<file path="config.mk">
export PLATFORM = sky130hd
export DESIGN_NAME = smc_top
export DESIGN_NICKNAME = d
export VERILOG_FILES = /design/src/logic/smc_pkg.sv /design/src/logic/smc_top.sv
export VERILOG_INCLUDE_DIRS = /design/src /design/src/logic
export SDC_FILE = /design/constraint.sdc
export NUM_CORES = 1
export LEC_CHECK = 0
export BUFFER_PORTS_ARGS = -buffer_cell sky130_fd_sc_hd__buf_4
export CAP_MARGIN = 5
export CORE_UTILIZATION = 40
export DETAILED_ROUTE_END_ITERATION = 6
export GPL_TIMING_DRIVEN = 1
export PLACE_DENSITY_LB_ADDON = 0.05
export SLEW_MARGIN = 15
export SYNTH_ARGS = -nofsm -noshare
export SYNTH_HDL_FRONTEND = slang
export SYNTH_SLANG_ARGS = --single-unit
</file>
<file path="constraint.sdc">
create_clock -name clk -period 7.5 [get_ports clk]
set_input_delay 0.75 -clock clk [delete_from_list [all_inputs] [get_ports clk]]
set_output_delay 0.75 -clock clk [all_outputs]
set_load 0.02 [all_outputs]
</file>
<file path="src/logic/smc_cfg.svh">
// constants for the sleep mode controller: offsets, fields, counts
`ifndef SMC_CFG_SVH
`define SMC_CFG_SVH
// clock rate
`define SMC_CLK_PERIOD_NS 10
// apb byte offsets
`define SMC_OFS_CTRL 8'h00
`define SMC_OFS_AUX 8'h04
`define SMC_OFS_STAT 8'h08
// sleep_mode_control_reg fields
`define SMC_SLEEP_EN_BIT 0
`define SMC_MODE_LSB 1
`define SMC_MODE_MSB 3
`define SMC_CTRL_MASK 8'h0f
// aux control fields
`define SMC_AUX_CMPD 0
`define SMC_AUX_CONV_EN 1
`define SMC_AUX_TEN 2
`define SMC_AUX_TASY 3
`define SMC_AUX_T2OVF 4
`define SMC_AUX_T2CMP 5
`define SMC_AUX_MASK 8'h3f
// mode encodings
`define SMC_MODE_IDLE 3'h0
`define SMC_MODE_NOISE 3'h1
`define SMC_MODE_PDOWN 3'h2
`define SMC_MODE_PSAVE 3'h3
`define SMC_MODE_RSV0 3'h4
`define SMC_MODE_RSV1 3'h5
`define SMC_MODE_STBY 3'h6
`define SMC_MODE_XSTBY 3'h7
// timing
`define SMC_CNT_W 10
`define SMC_STBY_CYC 6
`define SMC_STALL_CYC 4
`define SMC_STARTUP_BASE_NS 1000
`define SMC_STARTUP_BASE_CYC ((`SMC_STARTUP_BASE_NS + `SMC_CLK_PERIOD_NS - 1) / `SMC_CLK_PERIOD_NS)
`endif

</file>
<file path="src/logic/smc_pkg.sv">
// types shared by the sleep mode controller
`include "smc_cfg.svh"
package smc_pkg;
  // sequencer states
  typedef enum logic [1:0] {smc_active, smc_sleep, smc_startup, smc_stall} smc_fsm_e;
  // counter word
  typedef logic [`SMC_CNT_W-1:0] smc_cnt_t;
  // clock domain and oscillator enables
  typedef struct packed {
    logic cpu;
    logic flash;
    logic io;
    logic converter;
    logic async_timer;
    logic usb;
    logic main_osc;
    logic timer_osc;
    logic timer_sync;
    logic pll;
  } smc_clk_en_s;
  // wake-up requests, already enabled at their source except timer2 and the comparator
  typedef struct packed {
    logic [3:0] ext_irq_lower_group;
    logic [3:0] ext_irq_upper_group;
    logic pin_change;
    logic two_wire_addr_match;
    logic two_wire_irq;
    logic timer2_ovf;
    logic timer2_cmp;
    logic nvm_ready;
    logic conv_complete;
    logic comparator_irq;
    logic wdt_irq;
    logic other_io_irq;
    logic usb_sync_irq;
    logic bus_power_transition_irq;
    logic usb_wakeup_irq;
    logic id_pin_transition_irq;
    logic host_wakeup_irq;
    logic reset_req;
  } smc_wake_s;
  localparam int SMC_WAKE_W = $bits(smc_wake_s);
  localparam int SMC_CLK_W = $bits(smc_clk_en_s);
  // module state apart from the reset release pipe
  typedef struct packed {
    logic [7:0] ctrl;
    logic [7:0] aux;
    logic [31:0] prdata;
    logic [SMC_WAKE_W-1:0] s1;
    logic [SMC_WAKE_W-1:0] s2;
    logic [SMC_WAKE_W-1:0] s3;
    logic [SMC_WAKE_W-1:0] filt;
    smc_fsm_e fsm;
    logic [2:0] mode;
    smc_cnt_t cnt;
    logic reset_wake;
    logic conv_start;
    logic resume;
    logic restart;
    logic [SMC_CLK_W-1:0] clk_stop;
  } smc_state_s;
endpackage

</file>
<file path="src/logic/smc_top.sv">
// sleep mode controller: apb registers, sleep sequencer, clock plan
`timescale 1ns/1ps
`include "smc_cfg.svh"

// Functional notes
// - three-bit mode field, 100/101 reserved
// - sleep only when enable bit set
// - idle stops cpu and flash clocks
// - idle wakes on external and internal irqs
// - comparator disable removes comparator wake source
// - converter enabled starts conversion entering idle/noise
// - noise mode stops io, cpu, flash clocks
// - noise mode wakes only on listed sources
// - power-down stops oscillator and all clocks
// - power-down wakes only on listed sources
// - power-down wake waits fuse start-up period
// - power-save keeps timer2, its irq wakes
// - power-save timer oscillator, sync clock timer-only
// - standby needs crystal, oscillator runs, six cycles
// - standby disables pll and usb
// - extended standby needs crystal, six cycles
// - four usb async irqs wake deep modes
// - irq wake stalls four cycles; reset restarts
module smc_top #(
  parameter int STARTUP_BASE_CYC = `SMC_STARTUP_BASE_CYC
) (
  // clock and reset
  input wire logic clk,
  input wire logic resetn,
  // apb slave
  input wire logic psel,
  input wire logic penable,
  input wire logic pwrite,
  input wire logic [7:0] paddr,
  input wire logic [31:0] pwdata,
  output logic [31:0] prdata,
  output logic pready,
  output logic pslverr,
  // core side
  input wire logic sleep_instr,
  input wire logic global_irq_enable,
  input wire logic external_crystal,
  input wire logic [3:0] clock_source_fuses,
  // wake-up requests from pins and other domains
  input wire smc_pkg::smc_wake_s wake_src,
  // clock and power control
  output smc_pkg::smc_clk_en_s clk_en,
  output logic comparator_power_en,
  // sequencer status
  output logic converter_start,
  output logic core_stall,
  output logic sleeping,
  output logic irq_resume,
  output logic reset_restart
);

  ////////////////////////////////////////////////////////////
  // reset release

  logic [1:0] rst_q; // reset release pipe
  logic rst_n; // synchronised reset

  // async assert, two-flop release
  always_ff @(posedge clk or negedge resetn) begin
    if (!resetn) begin
      rst_q <= 2'h0;
    end else begin
      rst_q <= {rst_q[0], 1'b1};
    end
  end
  assign rst_n = rst_q[1];

  ////////////////////////////////////////////////////////////
  // helpers

  // clock plan for a state and mode
  function automatic smc_pkg::smc_clk_en_s clk_plan(input smc_pkg::smc_fsm_e f, input logic [2:0] m,
                                                    input logic [7:0] a);
    smc_pkg::smc_clk_en_s e;
    logic tasy;
    logic tsyn;
    tasy = a[`SMC_AUX_TEN] & a[`SMC_AUX_TASY];
    tsyn = a[`SMC_AUX_TEN] & !a[`SMC_AUX_TASY];
    e = '1;
    e.timer_osc = tasy;
    // core held off until resume
    if (f != smc_pkg::smc_active) begin
      e.cpu = 1'b0;
      e.flash = 1'b0;
    end
    if (f == smc_pkg::smc_sleep) begin
      case (m)
        // idle: only core clocks stop
        `SMC_MODE_IDLE: e.io = 1'b1;
        // noise: io clock stops too
        `SMC_MODE_NOISE: begin
          e.io = 1'b0;
          e.timer_sync = 1'b0;
        end
        // deep modes: everything off first
        default: begin
          e = '0;
          // power-save style keeps timer2 alive
          if (m[0]) begin
            e.async_timer = tasy;
            e.timer_osc = tasy;
            e.timer_sync = tsyn;
            e.main_osc = tsyn;
          end
          // standby keeps oscillator
          if (m[2]) begin
            e.main_osc = 1'b1;
          end
        end
      endcase
    end
    return e;
  endfunction

  // wake-up filter per latched mode
  function automatic logic wake_hit(input logic [2:0] m, input smc_pkg::smc_wake_s w, input logic [7:0] a,
                                    input logic gie);
    logic t2;
    logic deep;
    logic hit;
    t2 = ((w.timer2_ovf & a[`SMC_AUX_T2OVF]) | (w.timer2_cmp & a[`SMC_AUX_T2CMP])) & gie & a[`SMC_AUX_TEN];
    // asynchronous sources
    deep = w.two_wire_addr_match | (|w.ext_irq_upper_group) | (|w.ext_irq_lower_group) | w.pin_change
         | w.wdt_irq | w.bus_power_transition_irq | w.usb_wakeup_irq
         | w.id_pin_transition_irq | w.host_wakeup_irq;
    case (m)
      // idle: any enabled source
      `SMC_MODE_IDLE: hit = deep | w.two_wire_irq | t2 | w.nvm_ready | w.conv_complete | w.other_io_irq
                          | w.usb_sync_irq | (w.comparator_irq & !a[`SMC_AUX_CMPD]);
      // noise: short list only
      `SMC_MODE_NOISE: hit = w.conv_complete | w.wdt_irq | w.two_wire_irq | t2 | w.nvm_ready
                           | (|w.ext_irq_upper_group) | w.pin_change;
      // power-save and extended standby add timer2
      `SMC_MODE_PSAVE, `SMC_MODE_XSTBY: hit = deep | t2;
      // power-down and standby
      default: hit = deep;
    endcase
    return hit;
  endfunction

  // start-up cycles minus one for a mode
  function automatic smc_pkg::smc_cnt_t startup_cnt(input logic [2:0] m, input logic [1:0] fz);
    smc_pkg::smc_cnt_t c;
    case (m)
      // oscillator never stopped
      `SMC_MODE_IDLE, `SMC_MODE_NOISE: c = '0;
      // oscillator kept: fixed short wake
      `SMC_MODE_STBY, `SMC_MODE_XSTBY: c = smc_pkg::smc_cnt_t'(`SMC_STBY_CYC - 1);
      // oscillator restart: fuse-selected period
      default: c = smc_pkg::smc_cnt_t'((STARTUP_BASE_CYC << fz) - 1);
    endcase
    return c;
  endfunction

  ////////////////////////////////////////////////////////////
  // state

  smc_pkg::smc_state_s st; // registered state
  smc_pkg::smc_state_s next_st; // next state
  smc_pkg::smc_wake_s wk; // filtered wake requests
  logic [2:0] req_mode; // mode field in register
  logic mode_ok; // requested mode may be entered
  logic take_sleep; // sleep instruction accepted
  logic wake_now; // enabled wake source present
  logic sel_ctrl; // address decode
  logic sel_aux;
  logic sel_stat;

  assign wk = smc_pkg::smc_wake_s'(st.filt);
  assign req_mode = st.ctrl[`SMC_MODE_MSB:`SMC_MODE_LSB];
  // reserved codes, and standby without crystal, do nothing
  assign mode_ok = (req_mode != `SMC_MODE_RSV0) && (req_mode != `SMC_MODE_RSV1)
                && (!req_mode[2] || external_crystal);
  assign take_sleep = (st.fsm == smc_pkg::smc_active) && sleep_instr && st.ctrl[`SMC_SLEEP_EN_BIT] && mode_ok;
  assign wake_now = wake_hit(st.mode, wk, st.aux, global_irq_enable);
  assign sel_ctrl = paddr == `SMC_OFS_CTRL;
  assign sel_aux = paddr == `SMC_OFS_AUX;
  assign sel_stat = paddr == `SMC_OFS_STAT;

  // next-state logic
  always_comb begin
    next_st = st;
    next_st.conv_start = 1'b0;
    next_st.resume = 1'b0;
    next_st.restart = 1'b0;
    // three-flop sync; a change counts when stages two and three agree
    next_st.s1 = wake_src;
    next_st.s2 = st.s1;
    next_st.s3 = st.s2;
    next_st.filt = (st.s2 & st.s3) | (st.filt & (st.s2 | st.s3));
    // apb setup: capture read data
    if (psel && !penable) begin
      if (sel_ctrl) begin
        next_st.prdata = 32'(st.ctrl);
      end else if (sel_aux) begin
        next_st.prdata = 32'(st.aux);
      end else if (sel_stat) begin
        next_st.prdata = 32'({st.reset_wake, st.mode, st.fsm == smc_pkg::smc_sleep});
      end else begin
        next_st.prdata = '0;
      end
    end
    // apb access: write
    if (psel && penable && pwrite) begin
      if (sel_ctrl) begin
        next_st.ctrl = pwdata[7:0] & `SMC_CTRL_MASK;
      end else if (sel_aux) begin
        next_st.aux = pwdata[7:0] & `SMC_AUX_MASK;
      end
    end
    // sleep sequencer
    case (st.fsm)
      // running: watch for sleep instruction
      smc_pkg::smc_active: begin
        if (take_sleep) begin
          next_st.mode = req_mode;
          next_st.fsm = smc_pkg::smc_sleep;
          next_st.conv_start = st.aux[`SMC_AUX_CONV_EN]
                             && (req_mode == `SMC_MODE_IDLE || req_mode == `SMC_MODE_NOISE);
        end
      end
      // asleep: reset or enabled source wakes
      smc_pkg::smc_sleep: begin
        if (wk.reset_req || wake_now) begin
          next_st.reset_wake = wk.reset_req;
          next_st.cnt = startup_cnt(st.mode, clock_source_fuses[1:0]);
          next_st.fsm = smc_pkg::smc_startup;
        end
      end
      // clock restart wait
      smc_pkg::smc_startup: begin
        if (st.cnt != '0) begin
          next_st.cnt = st.cnt - 1'b1;
        end else if (st.reset_wake) begin
          next_st.restart = 1'b1;
          next_st.fsm = smc_pkg::smc_active;
        end else begin
          next_st.cnt = smc_pkg::smc_cnt_t'(`SMC_STALL_CYC - 1);
          next_st.fsm = smc_pkg::smc_stall;
        end
      end
      // extra halt before handler
      smc_pkg::smc_stall: begin
        if (st.cnt != '0) begin
          next_st.cnt = st.cnt - 1'b1;
        end else begin
          next_st.resume = 1'b1;
          next_st.fsm = smc_pkg::smc_active;
        end
      end
      default: next_st.fsm = smc_pkg::smc_active;
    endcase
    // clock plan follows the next state
    next_st.clk_stop = ~clk_plan(next_st.fsm, next_st.mode, next_st.aux);
  end

  // state register
  always_ff @(posedge clk or negedge rst_n) begin
    if (!rst_n) begin
      st <= '0;
    end else begin
      st <= next_st;
    end
  end

  ////////////////////////////////////////////////////////////
  // outputs

  assign prdata = st.prdata;
  assign pready = 1'b1;
  assign pslverr = psel && penable && !(sel_ctrl || sel_aux || sel_stat);
  assign clk_en = smc_pkg::smc_clk_en_s'(~st.clk_stop);
  assign comparator_power_en = !st.aux[`SMC_AUX_CMPD];
  assign converter_start = st.conv_start;
  assign core_stall = st.fsm != smc_pkg::smc_active;
  assign sleeping = st.fsm == smc_pkg::smc_sleep;
  assign irq_resume = st.resume;
  assign reset_restart = st.restart;
endmodule

</file>
# After elaboration in Yosys (flattened, before gate mapping)
# Index checks and enable logic that the tools add are counted.
# op_classes
shift,1
n_mux,37
n_bitwise,37
eq_ne,17
addsub,2
n_reduce_logical,39
# ops
cell,n
AND 24 bit,2
OR 24 bit,2
two-way mux 10 bit,4
case mux 10 bit (3 select lines),1
OR 1 bit,23
inverter 10 bit,2
case mux 10 bit (2 select lines),1
two-way mux 5 bit,3
two-way mux 2 bit,6
two-way mux 4 bit,3
two-way mux 6 bit,2
two-way mux 1 bit,11
two-way mux 11 bit,1
logical AND 1 bit,10
nonzero test 10 bit,1
"left shift 7 x 2 -> 10 bit, first input constant",1
"subtractor 10 x 1 -> 10 bit, second input constant",1
"subtractor 10 x 2 -> 10 bit, second input constant",1
"== test 3 x 1 -> 1 bit, second input constant",3
logical NOT 3 bit,3
"!= test 3 bit, second input constant",3
"== test 8 x 3 -> 1 bit, second input constant",1
"== test 8 x 4 -> 1 bit, second input constant",1
logical NOT 8 bit,1
other kinds (22),46
# word_totals
register_bits,169
output_inout_bits,50
elab_cells,150
in_bits,76

# Depth between registers and ports, before layout
# Gate-level depths: netlist (run 1).
# depth
ltp_word,25
mapped_depth,9
depth_no_buf,8

# Worst setup path before layout (run 1)
# Ideal clock, no wire load.
# synth_path
kind,in2reg
start,input port paddr[7]
end,"register st, in the netlist req_mode[0]"
setup_time_ns,0.125
arrival_time_ns,2.206
slack_ns,5.169
path_stages,5
required_time_ns,7.375
path_buffers,0
path_cell_list,nor4_1 nand2_1 nor4b_1 nor2b_1 mux2_2
# synth_between
elab_chain_len,2
# synth_lines
element,line,rtl
"start, declared",smc_top.sv:34,"input wire logic [7:0] paddr,"
logical NOT 8 bit (no line),--,
AND reduction 2 bit (no line),--,
"end signal, assigned",smc_top.sv:267,st <= next_st;
"end, declared",smc_top.sv:163,smc_pkg::smc_state_s st;
# No other way between the ends.
# A chain may end at the register's enable or synchronous reset.

# Worst setup path in the final report (run 1)
# layout_path
start,"register st, in the netlist wk[15]"
end,register st[21] (netlist bit)
# layout_between
elab_chain_len,17
elab_cells_between_ends,19
cone_classes,eq/ne (1); mux (1); bitwise (15); reduce/logical (2)
# layout_lines
element,line,rtl
OR 1 bit,smc_top.sv:128,deep = w.two_wire_addr_match | (|w.ext_irq_upper_group) | (|w.ext_irq_lower_group) | w.pin_change
OR 1 bit (3 in series),smc_top.sv:129,| w.wdt_irq | w.bus_power_transition_irq | w.usb_wakeup_irq
OR 1 bit (2 in series),smc_top.sv:130,| w.id_pin_transition_irq | w.host_wakeup_irq;
OR 1 bit (5 in series),smc_top.sv:133,`SMC_MODE_IDLE: hit = deep | w.two_wire_irq | t2 | w.nvm_ready | w.conv_complete | w.other_io_irq
OR 1 bit,smc_top.sv:134,| w.usb_sync_irq | (w.comparator_irq & !a[`SMC_AUX_CMPD]);
OR 1 bit,smc_top.sv:133,
case mux 1 bit (3 select lines) (*),smc_top.sv:131,case (m)
logical OR 1 bit (*),smc_top.sv:229,if (wk.reset_req || wake_now) begin
!= test 2 x 1 -> 1 bit (no line) (*),--,
AND reduction 4 bit (no line) (*),--,
# Every way passes the cells marked *; elsewhere a longest branch is shown, timed or not.

==> results of run 1 <==
## kinds of logic (layout without fill, tap and decap cells)
kind of cell             count (synthesis)  after routing  synth area share, %
flip-flops                             140            140                 65.5
AND/OR/NAND/NOR                         95             95                 9.00
AO/OA/AOI/OAI                           69             69                 8.39
buffers and inverters                   67            126                 7.39
adder cells (fa/ha/maj)                 32             32                 6.36
multiplexers                            16             16                 3.25
other                                    2             28                0.140
## critical path, delay by kind of cell (launching register included)
family          cells  cell delay [ns]
compound gates      4             1.38
flops               1             0.39
simple gates        3             0.81
## stage by stage
stage | std cells | hold slack (ns) | total power, mW | worst slack (ns)
finish | 678 | 0.112 | 2.05 | 4.83
global route | 678 | 0.0910 | 2.17 | 4.57
CTS | 678 | 0.0919 | 2.08 | 4.76
detailed placement | 648 | 0.335 | 1.25 | 4.61
global placement | 648 | 0.331 | 1.24 | 4.59
floorplan | 447 | 0.331 | 1.16 | 3.31
## state kept, by name (all words and copies together) (netlist names)
| register | count |
|---|---|
| req_mode | 3 |
| reset_restart | 1 |
| rst_q | 2 |
| st | 54 |
| wk | 24 |
| prdata | 6 |
| converter_start | 1 |
| next_st | 48 |
| irq_resume | 1 |
## power by group through the flow
stage	registers, mW	logic (mW)	clock network, mW
global route	0.900	0.393	0.877
finish	0.888	0.347	0.818
CTS	0.889	0.350	0.840
detailed placement	0.901	0.348	0
floorplan	0.880	0.283	0
global placement	0.900	0.345	0
## synth_stat cells (6+ instances only)
cell	instances
a21oi_1	12
buf_4	36
dfrtp_1	140
ha_1	8
inv_1	25
maj3_1	24
mux2_2	11
nand2_1	25
nand2b_1	6
nor2_1	31
o21ai_0	27
## worst min-delay path by stage
stage	from	endpoint	slack, ns	cells after the start
after global placement	next_st[82]$_DFF_PN0_	next_st[58]$_DFF_PN0_	0.33	0
after global routing	resetn	rst_q[1]$_DFF_PN0_	0.09	1
final	resetn	rst_q[1]$_DFF_PN0_	0.11	1
after floorplan	next_st[77]$_DFF_PN0_	next_st[53]$_DFF_PN0_	0.33	0
after detailed placement	next_st[83]$_DFF_PN0_	next_st[59]$_DFF_PN0_	0.33	0
after CTS	resetn	rst_q[1]$_DFF_PN0_	0.09	1
## cell type report
| class | count | area [um2] | area share [%] |
|---|---|---|---|
| repair buffers | 71 | 533 | 8.23 |
| flip-flops and latches | 140 | 3510 | 54.1 |
| multi-input cells | 240 | 1550 | 23.9 |
| inverters | 25 | 93.8 | 1.45 |
| clock inverters | 11 | 145 | 2.24 |
| well taps | 172 | 215 | 3.32 |
| clock buffers | 19 | 433 | 6.68 |
## placed cells by master, fill, tap and decap left out, types with 6 or more instances in the layout
master,count
dfrtp_1,139
buf_4,71
nor2_1,31
conb_1,28
o21ai_0,27
inv_1,25
nand2_1,25
maj3_1,24
clkbuf_16,17
a21oi_1,12
mux2_2,11
ha_1,8
nand2b_1,6
## metal layers
layer,track usage (%),vias up,part of all wire (%)
li1,-,1529,-
met5,0,-,0
met2,21.1,93,45
met1,20.2,1552,48
met4,5.93,0,1.4
met3,5.38,13,5.3
==> metrics.log, run 1 <==
INFO  metric timing.final.crit_period = between 2 and 3 ns
INFO  metric synth_top_area_share = approximately two thirds
INFO  metric cp_cell_sequence = nor4_2 > nand4_1 > nor4_1 > a22oi_1 > o41ai_4 > o21ai_0 > o21ai_0
INFO  metric post-route-cell-area = 0.00648 mm2
INFO  metric die_y = between 100 and 150 um
INFO  metric cp_slowest_cell = o41ai_4
INFO  metric post-route-period-util = 35.7%
INFO  metric number_of_cts_inserted_buffers = 17
INFO  metric cts.clk_slew.worst_paths = around 0.050 ns
INFO  metric grt_start_max_net_pins = 71
INFO  metric part_of_the_yosys_area_used_for_sequential_elements = around 65%
INFO  metric die_w = roughly 120 um
INFO  metric post_cts_resize_count = 0
INFO  metric ys_dominant_reg_cell = dfrtp_1
INFO  metric worst_setup_path_start_kind = register
INFO  metric switching_share = between 20% and 30%
INFO  metric drt_first_iter_violations = between 100 and 150
INFO  metric track_usage = between 10% and 20%
INFO  metric htreeDepth = 4
INFO  metric reg2reg_slack = between 4 and 5 ns
INFO  metric min_path_type = in -> async
INFO  metric antenna_left = 0
INFO  metric synth_area_leader = dfrtp_1
INFO  metric io_buffers = 70
INFO  metric worstPathArrival = about 3 ns
INFO  metric detailed_place_hpwl = about 6300 um
INFO  metric postCtsSetupRepairBufs = 0
INFO  metric rows = 41
INFO  metric number_of_synthesized_flops_with_an_enable_pin = 0
INFO  metric status = finished clean
INFO  metric fin_util = around 51%
INFO  metric cts_root_buffer = clkbuf_16
INFO  metric clock-skew-final = between 0.006 and 0.007 ns
INFO  metric power.ir.vdd_worst = between 150 and 200 uV
INFO  metric r2r_end = st[21]$_DFFE_PN0P_
INFO  metric synth_async_sr_flop_share = 100%
INFO  metric post_drt_wl_per_cell = between 10 and 15 um
INFO  metric critical-path-top-cell-by-count = o21ai_0
INFO  metric max-clock-path-buffers = 2
INFO  metric timing.critical_path.slowest_cell_delay = about 0.82 ns
INFO  metric drc = 0
INFO  metric rsz0062_at_grt = false
INFO  metric share_comb_of_total_power = about 17%
INFO  metric seq_power_share = between 40% and 50%
INFO  metric critPathMaxFanout = 19
INFO  metric slew_headroom = a little over two fifths
INFO  metric cell_area_power_density = ~320 mW/mm2
INFO  metric worst_setup_path_end_kind = register
INFO  metric max_freq = ~0.37 GHz
INFO  metric synthesis.yosys.warnings = 0
INFO  metric flow.area_growth_from_synthesis = 21.0%
INFO  metric setup_total_negative_slack = 0 ns
INFO  metric avgViaCountPerCell = 4.70
INFO  metric cts_hold_repair.buffers = 0
INFO  metric postSynthCellCount = approximately 420
INFO  metric dieArea = around 0.014 mm2
INFO  metric placed_cell_area = 0.00590 mm2
INFO  metric detailroute.via_count = about 3.2k
INFO  metric cp-endpoint = st[21]$_DFFE_PN0P_
INFO  metric cts_tree = yes
INFO  metric final_max_slew_viol_count = 0
INFO  metric grt_pass1_wl = 15800 um
INFO  metric timing_worst_slew_pin_value = around 0.87 ns
INFO  metric final_nets = between 500 and 600
INFO  metric drt_wl_total = between 9000 and 10000 um
INFO  metric clock_latency = just over 0.4 ns
INFO  metric timing.setup.critical_path_class = reg -> reg
INFO  metric drt_pass1_iterations = 4
INFO  metric finalHoldViolCount = 0
INFO  metric core_region_area = 0.0128 mm2
INFO  metric first_global_vias = about 3.2k
INFO  metric power_frac_clock = 39.9%
INFO  metric synth_area_leaders = dfrtp_1 (65%), buf_4 (5.1%), maj3_1 (4.5%)
INFO  metric max_cap_viol_count = 0
INFO  metric worstSetupStartpoint = wk[15]$_DFF_PN0_
INFO  metric initial_core_util = 41.7%
INFO  metric postSynthRegisterBits = between 100 and 150
INFO  metric syn-mean-instance-area = 12.7 um2
INFO  metric netSwitchingPower = 0.569 mW
INFO  metric setup_viol = 0
INFO  metric leakage = 2.98 nW
INFO  metric netlist-cell-type-count = 52
INFO  metric power_report.internal_total = between 1 and 1.5 mW
INFO  metric antennaDiodeCount = 0
INFO  metric layout-drive-gt1-share = approximately a quarter
INFO  metric worst-r2r-cell-count = 7
INFO  metric antenna_found_initial = 0
INFO  metric tritoncts_num_sinks = 140
INFO  metric r2r_start = wk[15]$_DFF_PN0_
INFO  metric pin_count = between 100 and 150
INFO  metric synth_area = ~0.0054 mm2
INFO  metric crit_required = 7.82 ns
INFO  metric overflow = 0
INFO  metric routabilityCongestion = roughly 0.85
INFO  metric fillers = 1175
(Power assumes the default switching activity.)
==> run 2, diff against run 1 <==
--- a/config.mk
+++ b/config.mk
@@ -6,6 +6,7 @@
 export SDC_FILE = /design/constraint.sdc
 export NUM_CORES = 1
 export LEC_CHECK = 0
+export ABC_AREA = 1
 export BUFFER_PORTS_ARGS = -buffer_cell sky130_fd_sc_hd__buf_4
 export CAP_MARGIN = 5
 export CORE_UTILIZATION = 40
==> constraint.sdc (replaced) <==
create_clock -name clk -period 2.6 [get_ports clk]
set_input_delay 0.26 -clock clk [delete_from_list [all_inputs] [get_ports clk]]
set_output_delay 0.26 -clock clk [all_outputs]
set_load 0.02 [all_outputs]
==> run 2 against run 1 <==
Wire length increased by 8.7%. Worst hold slack worse by 0.028 ns. Clock skew up 0.0055 ns. Die area increased by 3.3%. Register-to-register slack got worse by 4.1 ns. Sequential share of layout area is 3.9 points lower. Fmax is 39% higher. Sequential power grew to 2.8 times the previous value. Flip-flop and latch count unchanged. Area after synthesis increased by 3.4%. Clock power increased to 3.0 times the previous value. Critical path depth rose by 4. Critical endpoint is now st[19]$_DFFE_PN0P_. Highest routed layer unchanged.
==> metrics.log, run 2 <==
INFO  metric post_cts_resize_count = 0
INFO  metric timing_worst_slew_pin_value = about 0.67 ns
INFO  metric io_buffers = 70
INFO  metric timing.final.crit_period = 1.92 ns
INFO  metric r2r_start = st[14]$_DFFE_PN0P_
INFO  metric routabilityCongestion = approximately 0.8
INFO  metric leakage = 3.39 nW
INFO  metric track_usage = between 10% and 20%
INFO  metric postSynthCellCount = a little over 500
INFO  metric min_path_type = in -> reg
INFO  metric dpl.cell_count = approximately 740
INFO  metric synth_async_sr_flop_share = 100%
INFO  metric synth_top_area_share = a little under two thirds
INFO  metric number_of_cts_inserted_buffers = 17
INFO  metric synthesis.yosys.warnings = 0
INFO  metric first_global_vias = 3538
INFO  metric layout_common_cells = dfrtp_1 (139), nand2_1 (104), buf_4 (72)
INFO  metric placed_cell_area = between 0.006 and 0.007 mm2
INFO  metric worstPathArrival = around 2.2 ns
INFO  metric die_y = around 120 um
INFO  metric cp_slowest_cell = dfrtp_1
INFO  metric critPathBufInv = 3
INFO  metric max-clock-path-buffers = 2
INFO  metric drc = 0
INFO  metric post_synth_most_frequent_cells = dfrtp_1 (140), nand2_1 (104), inv_1 (46), nor2_1 (46), buf_4 (36)
INFO  metric flow.area_growth_from_synthesis = 26.2%
INFO  metric final_nets = 691
INFO  metric clock-skew-final = 0.0122 ns
INFO  metric layout-drive-gt1-share = a little over a fifth
INFO  metric grt_pass1_wl = 17000 um
INFO  metric drt_pass1_iterations = 4
INFO  metric registers.top_by_ff_count = st
INFO  metric post_drt_wl_per_cell = 12.5 um
INFO  metric pin_count = 126
INFO  metric critPathMaxFanout = 14
INFO  metric worst_setup_path_start_kind = register
INFO  metric antenna_found_initial = 0
INFO  metric number_of_synthesized_flops_with_an_enable_pin = 0
INFO  metric final_common_cell = dfrtp_1
INFO  metric tritoncts_num_sinks = 140
INFO  metric post-synth-top-count-cell = dfrtp_1
INFO  metric hold_path.startpoint = pwdata[2]
INFO  metric reg2reg_slack = 0.68 ns
INFO  metric grt_start_max_net_pins = 64
INFO  metric antennaDiodeCount = 0
INFO  metric clock_latency = 0.41 ns
INFO  metric initial_core_util = 41.4%
INFO  metric ys_dominant_reg_cell = dfrtp_1
INFO  metric r2r_end = st[19]$_DFFE_PN0P_
INFO  metric largest_reg_flops = 54
INFO  metric hold_endpoint = req_mode[1]$_DFFE_PN0P_
INFO  metric cts_hold_repair.buffers = 25
INFO  metric avgViaCountPerCell = 4.41
INFO  metric finish.cell_count_without_fillers = between 700 and 800
INFO  metric die_w = approximately 120 um
INFO  metric netlist-cell-type-count = 40
INFO  metric power.ir.vdd_worst = a little over 600 uV
INFO  metric cp_cell_sequence = inv_1 > ha_1 > inv_1 > nor3_2 > nand2_2 > nor3b_4 > nor2_2 > nand2_4 > inv_2 > nand2_1 > nand2_1
INFO  metric synth_area_leaders = dfrtp_1 (63%), nand2_1 (7.1%), buf_4 (4.9%)
INFO  metric max_cap_viol_count = 0
INFO  metric setup_viol = 0
INFO  metric timing.hold.worst_path_depth = 2
INFO  metric detailroute.via_count = 3513
INFO  metric finalHoldViolCount = 0
INFO  metric timing.critical_path.slowest_cell_delay = ~0.39 ns
INFO  metric cell_area_power_density = just under 800 mW/mm2
INFO  metric crit_required = approximately 2.9 ns
INFO  metric fillers = roughly 1.2k
INFO  metric post-route-period-util = between 70% and 80%
INFO  metric postCtsSetupRepairBufs = 0
INFO  metric status = finished clean
INFO  metric htreeDepth = 4
INFO  metric core_region_area = between 0.01 and 0.015 mm2
INFO  metric timing.setup.critical_path_class = reg -> reg
INFO  metric worst-r2r-cell-count = 11
INFO  metric detailed_place_hpwl = slightly below 7000 um
INFO  metric cts_root_buffer = clkbuf_16
INFO  metric drt_wl_total = between 9000 and 10000 um
INFO  metric dieArea = 0.0143 mm2
INFO  metric overflow = 0
INFO  metric post-route-cell-area = approximately 0.0070 mm2
INFO  metric final_max_slew_viol_count = 0
INFO  metric max_freq = around 0.52 GHz
INFO  metric syn-mean-instance-area = ~11 um2
INFO  metric setup_total_negative_slack = 0 ns
INFO  metric synth_area_leader = dfrtp_1
INFO  metric rsz0062_at_grt = false
INFO  metric slew_headroom = between 50% and 60%
INFO  metric cts.clk_slew.worst_paths = around 0.060 ns
INFO  metric synth_area = roughly 0.0055 mm2
INFO  metric drt_first_iter_violations = 254
INFO  metric rows = 42
INFO  metric postSynthRegisterBits = 140
INFO  metric part_of_the_yosys_area_used_for_sequential_elements = between 60% and 70%
INFO  metric cts_tree = yes
INFO  metric antenna_left = 0
INFO  metric worst_setup_path_end_kind = register
INFO  metric worst_path_dominant_cell_family = simple AND/OR/NAND/NOR gates
run 2: worst max path at each step:
stage / start / end / slack (ns) / depth (start not counted)
floorplan: rst_q[1]$_DFF_PN0_ / converter_start$_DFF_PN0_ / 0.27 / 0
global placement: st[14]$_DFFE_PN0P_ / st[16]$_DFFE_PN0P_ / 0.64 / 11
detailed placement: st[14]$_DFFE_PN0P_ / st[16]$_DFFE_PN0P_ / 0.65 / 11
CTS: st[14]$_DFFE_PN0P_ / st[19]$_DFFE_PN0P_ / 0.64 / 11
global route: st[14]$_DFFE_PN0P_ / st[16]$_DFFE_PN0P_ / 0.50 / 11
finish: st[14]$_DFFE_PN0P_ / st[19]$_DFFE_PN0P_ / 0.68 / 11
run 2: area by class of cell:
cell class,count,area (um2),share of cell area [%]
multi-input combinational,297,1620,23.2
timing repair buffer,99,831,11.9
tap,176,220,3.16
inverter,52,195,2.80
clock buffer,17,425,6.10
sequential,140,3510,50.3
clock inverter,15,183,2.62
run 2: power by group:
group          switching [mW]  total [mW]  internal [mW]
logic                   0.318       0.575          0.257
clock network           0.988        2.44           1.45
registers               0.160        2.52           2.36
total                    1.47        5.53           4.07
run 2: per-stage QoR:
step | worst slack, ns | hold slack [ns] | power, mW | util, %
finish | 0.678 | 0.0841 | 5.53 | 52.3
global route | 0.497 | 0.0706 | 5.82 | 52.3
CTS | 0.644 | 0.0635 | 5.62 | 52.3
detailed placement | 0.655 | 0.0441 | 3.11 | 45.9
global placement | 0.643 | 0.0424 | 3.10 | 45.9
floorplan | 0.274 | -0.0356 | 2.96 | -
run 2: per-layer routing:
layer | global-route usage (%) | vias up | wire length (um)
li1 | - | 1742 | -
met3 | 5.28 | 10 | 439
met1 | 19.8 | 1681 | 4640
met2 | 24.6 | 80 | 4720
met5 | 0 | - | 0
met4 | 6.80 | 0 | 157
run 2: kinds of logic (layout without fill, tap and decap cells):
| group | after synthesis | count (layout) | synth area share (%) |
|---|---|---|---|
| muxes | 3 | 3 | 0.611 |
| adders and majority gates | 32 | 32 | 6.15 |
| DFF | 140 | 140 | 63.3 |
| buffers and inverters | 93 | 183 | 9.18 |
| xor gates and xnor gates | 7 | 7 | 1.11 |
| other | 2 | 28 | 0.136 |
| and+or+nand+nor | 196 | 196 | 16.0 |
| AOI/OAI and AO/OA | 31 | 31 | 3.51 |
==> run 3, diff against run 2 <==
==> constraint.sdc (replaced) <==
create_clock -name clk -period 1.5 [get_ports clk]
set_input_delay 0.15 -clock clk [delete_from_list [all_inputs] [get_ports clk]]
set_output_delay 0.15 -clock clk [all_outputs]
set_load 0.02 [all_outputs]
==> run 3 against run 2 <==
The flow now finishes with violations (negative setup slack). Clock skew shrank 0.0057 ns. Sequential share of layout area shrank 4.9 points. Worst hold slack lost 0.052 ns. Register-to-register slack lost 0.84 ns. Sequential power grew 71%. First-iteration DRC count shrank 36%. Final cell count grew 9.2%.
==> metrics.log, run 3 (synthesis gave the netlist of run 2 again) <==
INFO  metric critPathMaxFanout = 8
INFO  metric switching_share = 24.5%
INFO  metric report.power.total = roughly 10 mW
INFO  metric share_comb_of_total_power = between 10% and 20%
INFO  metric detailroute.via_count = ~3.8k
INFO  metric dieArea = between 0.01 and 0.015 mm2
INFO  metric power_frac_clock = 42.7%
INFO  metric power.ir.vdd_worst = 1040 uV
INFO  metric detailed_place_hpwl = 7700 um
INFO  metric area_taken_by_flip_flops_and_latches = 0.00351 mm2
INFO  metric post-route-period-util = 111%
INFO  metric registers.top_by_ff_count = st
INFO  metric final_max_slew_viol_count = 0
INFO  metric routabilityCongestion = roughly 0.79
INFO  metric grt_pass1_wl = between 15000 and 20000 um
INFO  metric setup_total_negative_slack = -2.40 ns
INFO  metric rows = 42
INFO  metric post-route-cell-area = approximately 0.0077 mm2
INFO  metric cts_tree = yes
INFO  metric antennaDiodeCount = 0
INFO  metric leakage = about 3.8 nW
INFO  metric fillers = 1160
INFO  metric timing.final.crit_period = between 1.5 and 2 ns
INFO  metric antenna_left = 0
INFO  metric cell_area_power_density = 1310 mW/mm2
INFO  metric layout-drive-gt1-share = between 30% and 40%
INFO  metric met1_length = just over 5000 um
INFO  metric top_signal_layer_used = met4
INFO  metric timing.setup.critical_path_class = reg -> reg
INFO  metric finish.cell_count_without_fillers = around 870
INFO  metric clock_latency = 0.41 ns
INFO  metric max_cap_viol_count = 0
INFO  metric die_y = about 120 um
INFO  metric routed_wl_met3 = ~400 um
INFO  metric status = complete, but fails checks
INFO  metric power_report.internal_total = ~7.6 mW
INFO  metric placed_cell_area = 0.00659 mm2
INFO  metric failed_checks = negative setup slack
INFO  metric seq_power_share = 42.5%
INFO  metric htreeDepth = 4
INFO  metric post_drt_wl_per_cell = between 10 and 15 um
INFO  metric cts.clk_slew.worst_paths = ~0.060 ns
INFO  metric overflow = 0
INFO  metric antenna_found_initial = 0
INFO  metric worst_setup_path_end_kind = register
INFO  metric core_region_area = ~0.013 mm2
INFO  metric fin_util = between 50% and 60%
INFO  metric largest_reg_flops = 54
INFO  metric drc = 0
INFO  metric multiInputGateArea = 0.00175 mm2
INFO  metric drt_wl_total = between 10000 and 15000 um
INFO  metric final_common_cell = dfrtp_1
INFO  metric initial_core_util = between 40% and 50%
INFO  metric layout_common_cells = dfrtp_1 (139), buf_4 (133), nand2_1 (96)
INFO  metric max_freq = about 0.6 GHz
INFO  metric tritoncts_num_sinks = 140
INFO  metric drt_first_iter_violations = approximately 160
INFO  metric grt_start_max_net_pins = 57
INFO  metric pin_count = approximately 130
INFO  metric track_usage = between 15 and 20%
INFO  metric crit_required = around 1.9 ns
INFO  metric worst_setup_path_start_kind = register
INFO  metric worstPathArrival = between 2 and 2.5 ns
INFO  metric cp_cell_sequence = nor2_2 > nand2_2 > nor2_4 > nand3_2 > nand2_1 > nand2_1 > inv_2 > nand4_4 > nand2_4 > buf_8 > nand2_1 > nand2_1
INFO  metric clock-skew-final = 0.00653 ns
INFO  metric timing.critical_path.slowest_cell_delay = between 0.3 and 0.4 ns
INFO  metric netSwitchingPower = roughly 2.5 mW
INFO  metric avgViaCountPerCell = 4.33
INFO  metric min_path_type = in -> reg
INFO  metric final_nets = ~760
INFO  metric placement.setup.worst_slack = -0.287 ns
INFO  metric io_buffers = 70
INFO  metric wl_met2 = 5270 um
INFO  metric flow.area_growth_from_synthesis = 39.7%
INFO  metric dpl.cell_count = around 800
INFO  metric first_global_vias = 3849
INFO  metric hold-worst-slack = 0.0322 ns
INFO  metric cp_slowest_cell = dfrtp_1
INFO  metric rsz0062_at_grt = true
INFO  metric finalHoldViolCount = 0
INFO  metric critical-path-top-cell-by-count = nand2_1
INFO  metric max-clock-path-buffers = 2
INFO  metric number_of_cts_inserted_buffers = 17
INFO  metric drt_pass1_iterations = 4
INFO  metric postLayoutSetupSlackWorst = -0.164 ns
INFO  metric die_w = approximately 120 um
INFO  metric setup_viol = 18
INFO  metric cts_root_buffer = clkbuf_16
run 3: power by group through the flow:
stage	clock network (mW)	logic (mW)	registers (mW)
2_1_floorplan	0	0.739	4.39
3_3_place_gp	0	1.35	4.35
3_5_place_dp	0	1.36	4.36
4_1_cts	4.44	1.47	4.30
5_1_grt	4.61	1.70	4.35
6_report	4.32	1.50	4.31
run 3: cell type report:
class	instances	area share, %
clock buffer	23	6.32
multi-input combinational	297	22.6
clock inverter	9	1.73
inverter	52	2.59
tap	176	2.85
sequential	140	45.4
timing repair buffer	172	18.5
run 3: worst max-delay path: cells and delay by family, from the launching register on:
kind          cells  cell delay [ns]
buf+inv           2             0.23
flops             1             0.38
simple gates     10             0.97
run 3: worst paths after layout:
check | cells after the start | startpoint | slack (ns) | endpoint
max | 12 | wk[20]$_DFF_PN0_ | -0.16 | st[17]$_DFFE_PN0P_
min | 3 | pwdata[1] | 0.03 | req_mode[0]$_DFFE_PN0P_
max reg2reg | 12 | wk[20]$_DFF_PN0_ | -0.16 | st[17]$_DFFE_PN0P_
min reg2reg | 0 | rst_q[1]$_DFF_PN0_ | 0.20 | next_st[72]$_DFF_PN0_
max in group asynchronous | 1 | rst_q[1]$_DFF_PN0_ | 0.73 | next_st[91]$_DFF_PN0_
min in group asynchronous | 2 | resetn | 0.05 | rst_q[1]$_DFF_PN0_
run 3: repair_timing:
| action | CTS | global route |
|---|---|---|
| setup buffers | 6 | 4 |
| pin swaps | 10 | 15 |
| setup endpoints to repair | 22 | 22 |
| gates resized for setup | 22 | 23 |
| hold buffers | 29 | 0 |
| hold endpoints to repair | 31 | 0 |
run 3: per-layer routing:
layer  GRT usage [%]  vias to the layer above
met5               0                        -
met4            5.86                        0
li1                -                     1890
met1            23.3                     1791
met3            5.47                        9
met2            26.8                       77
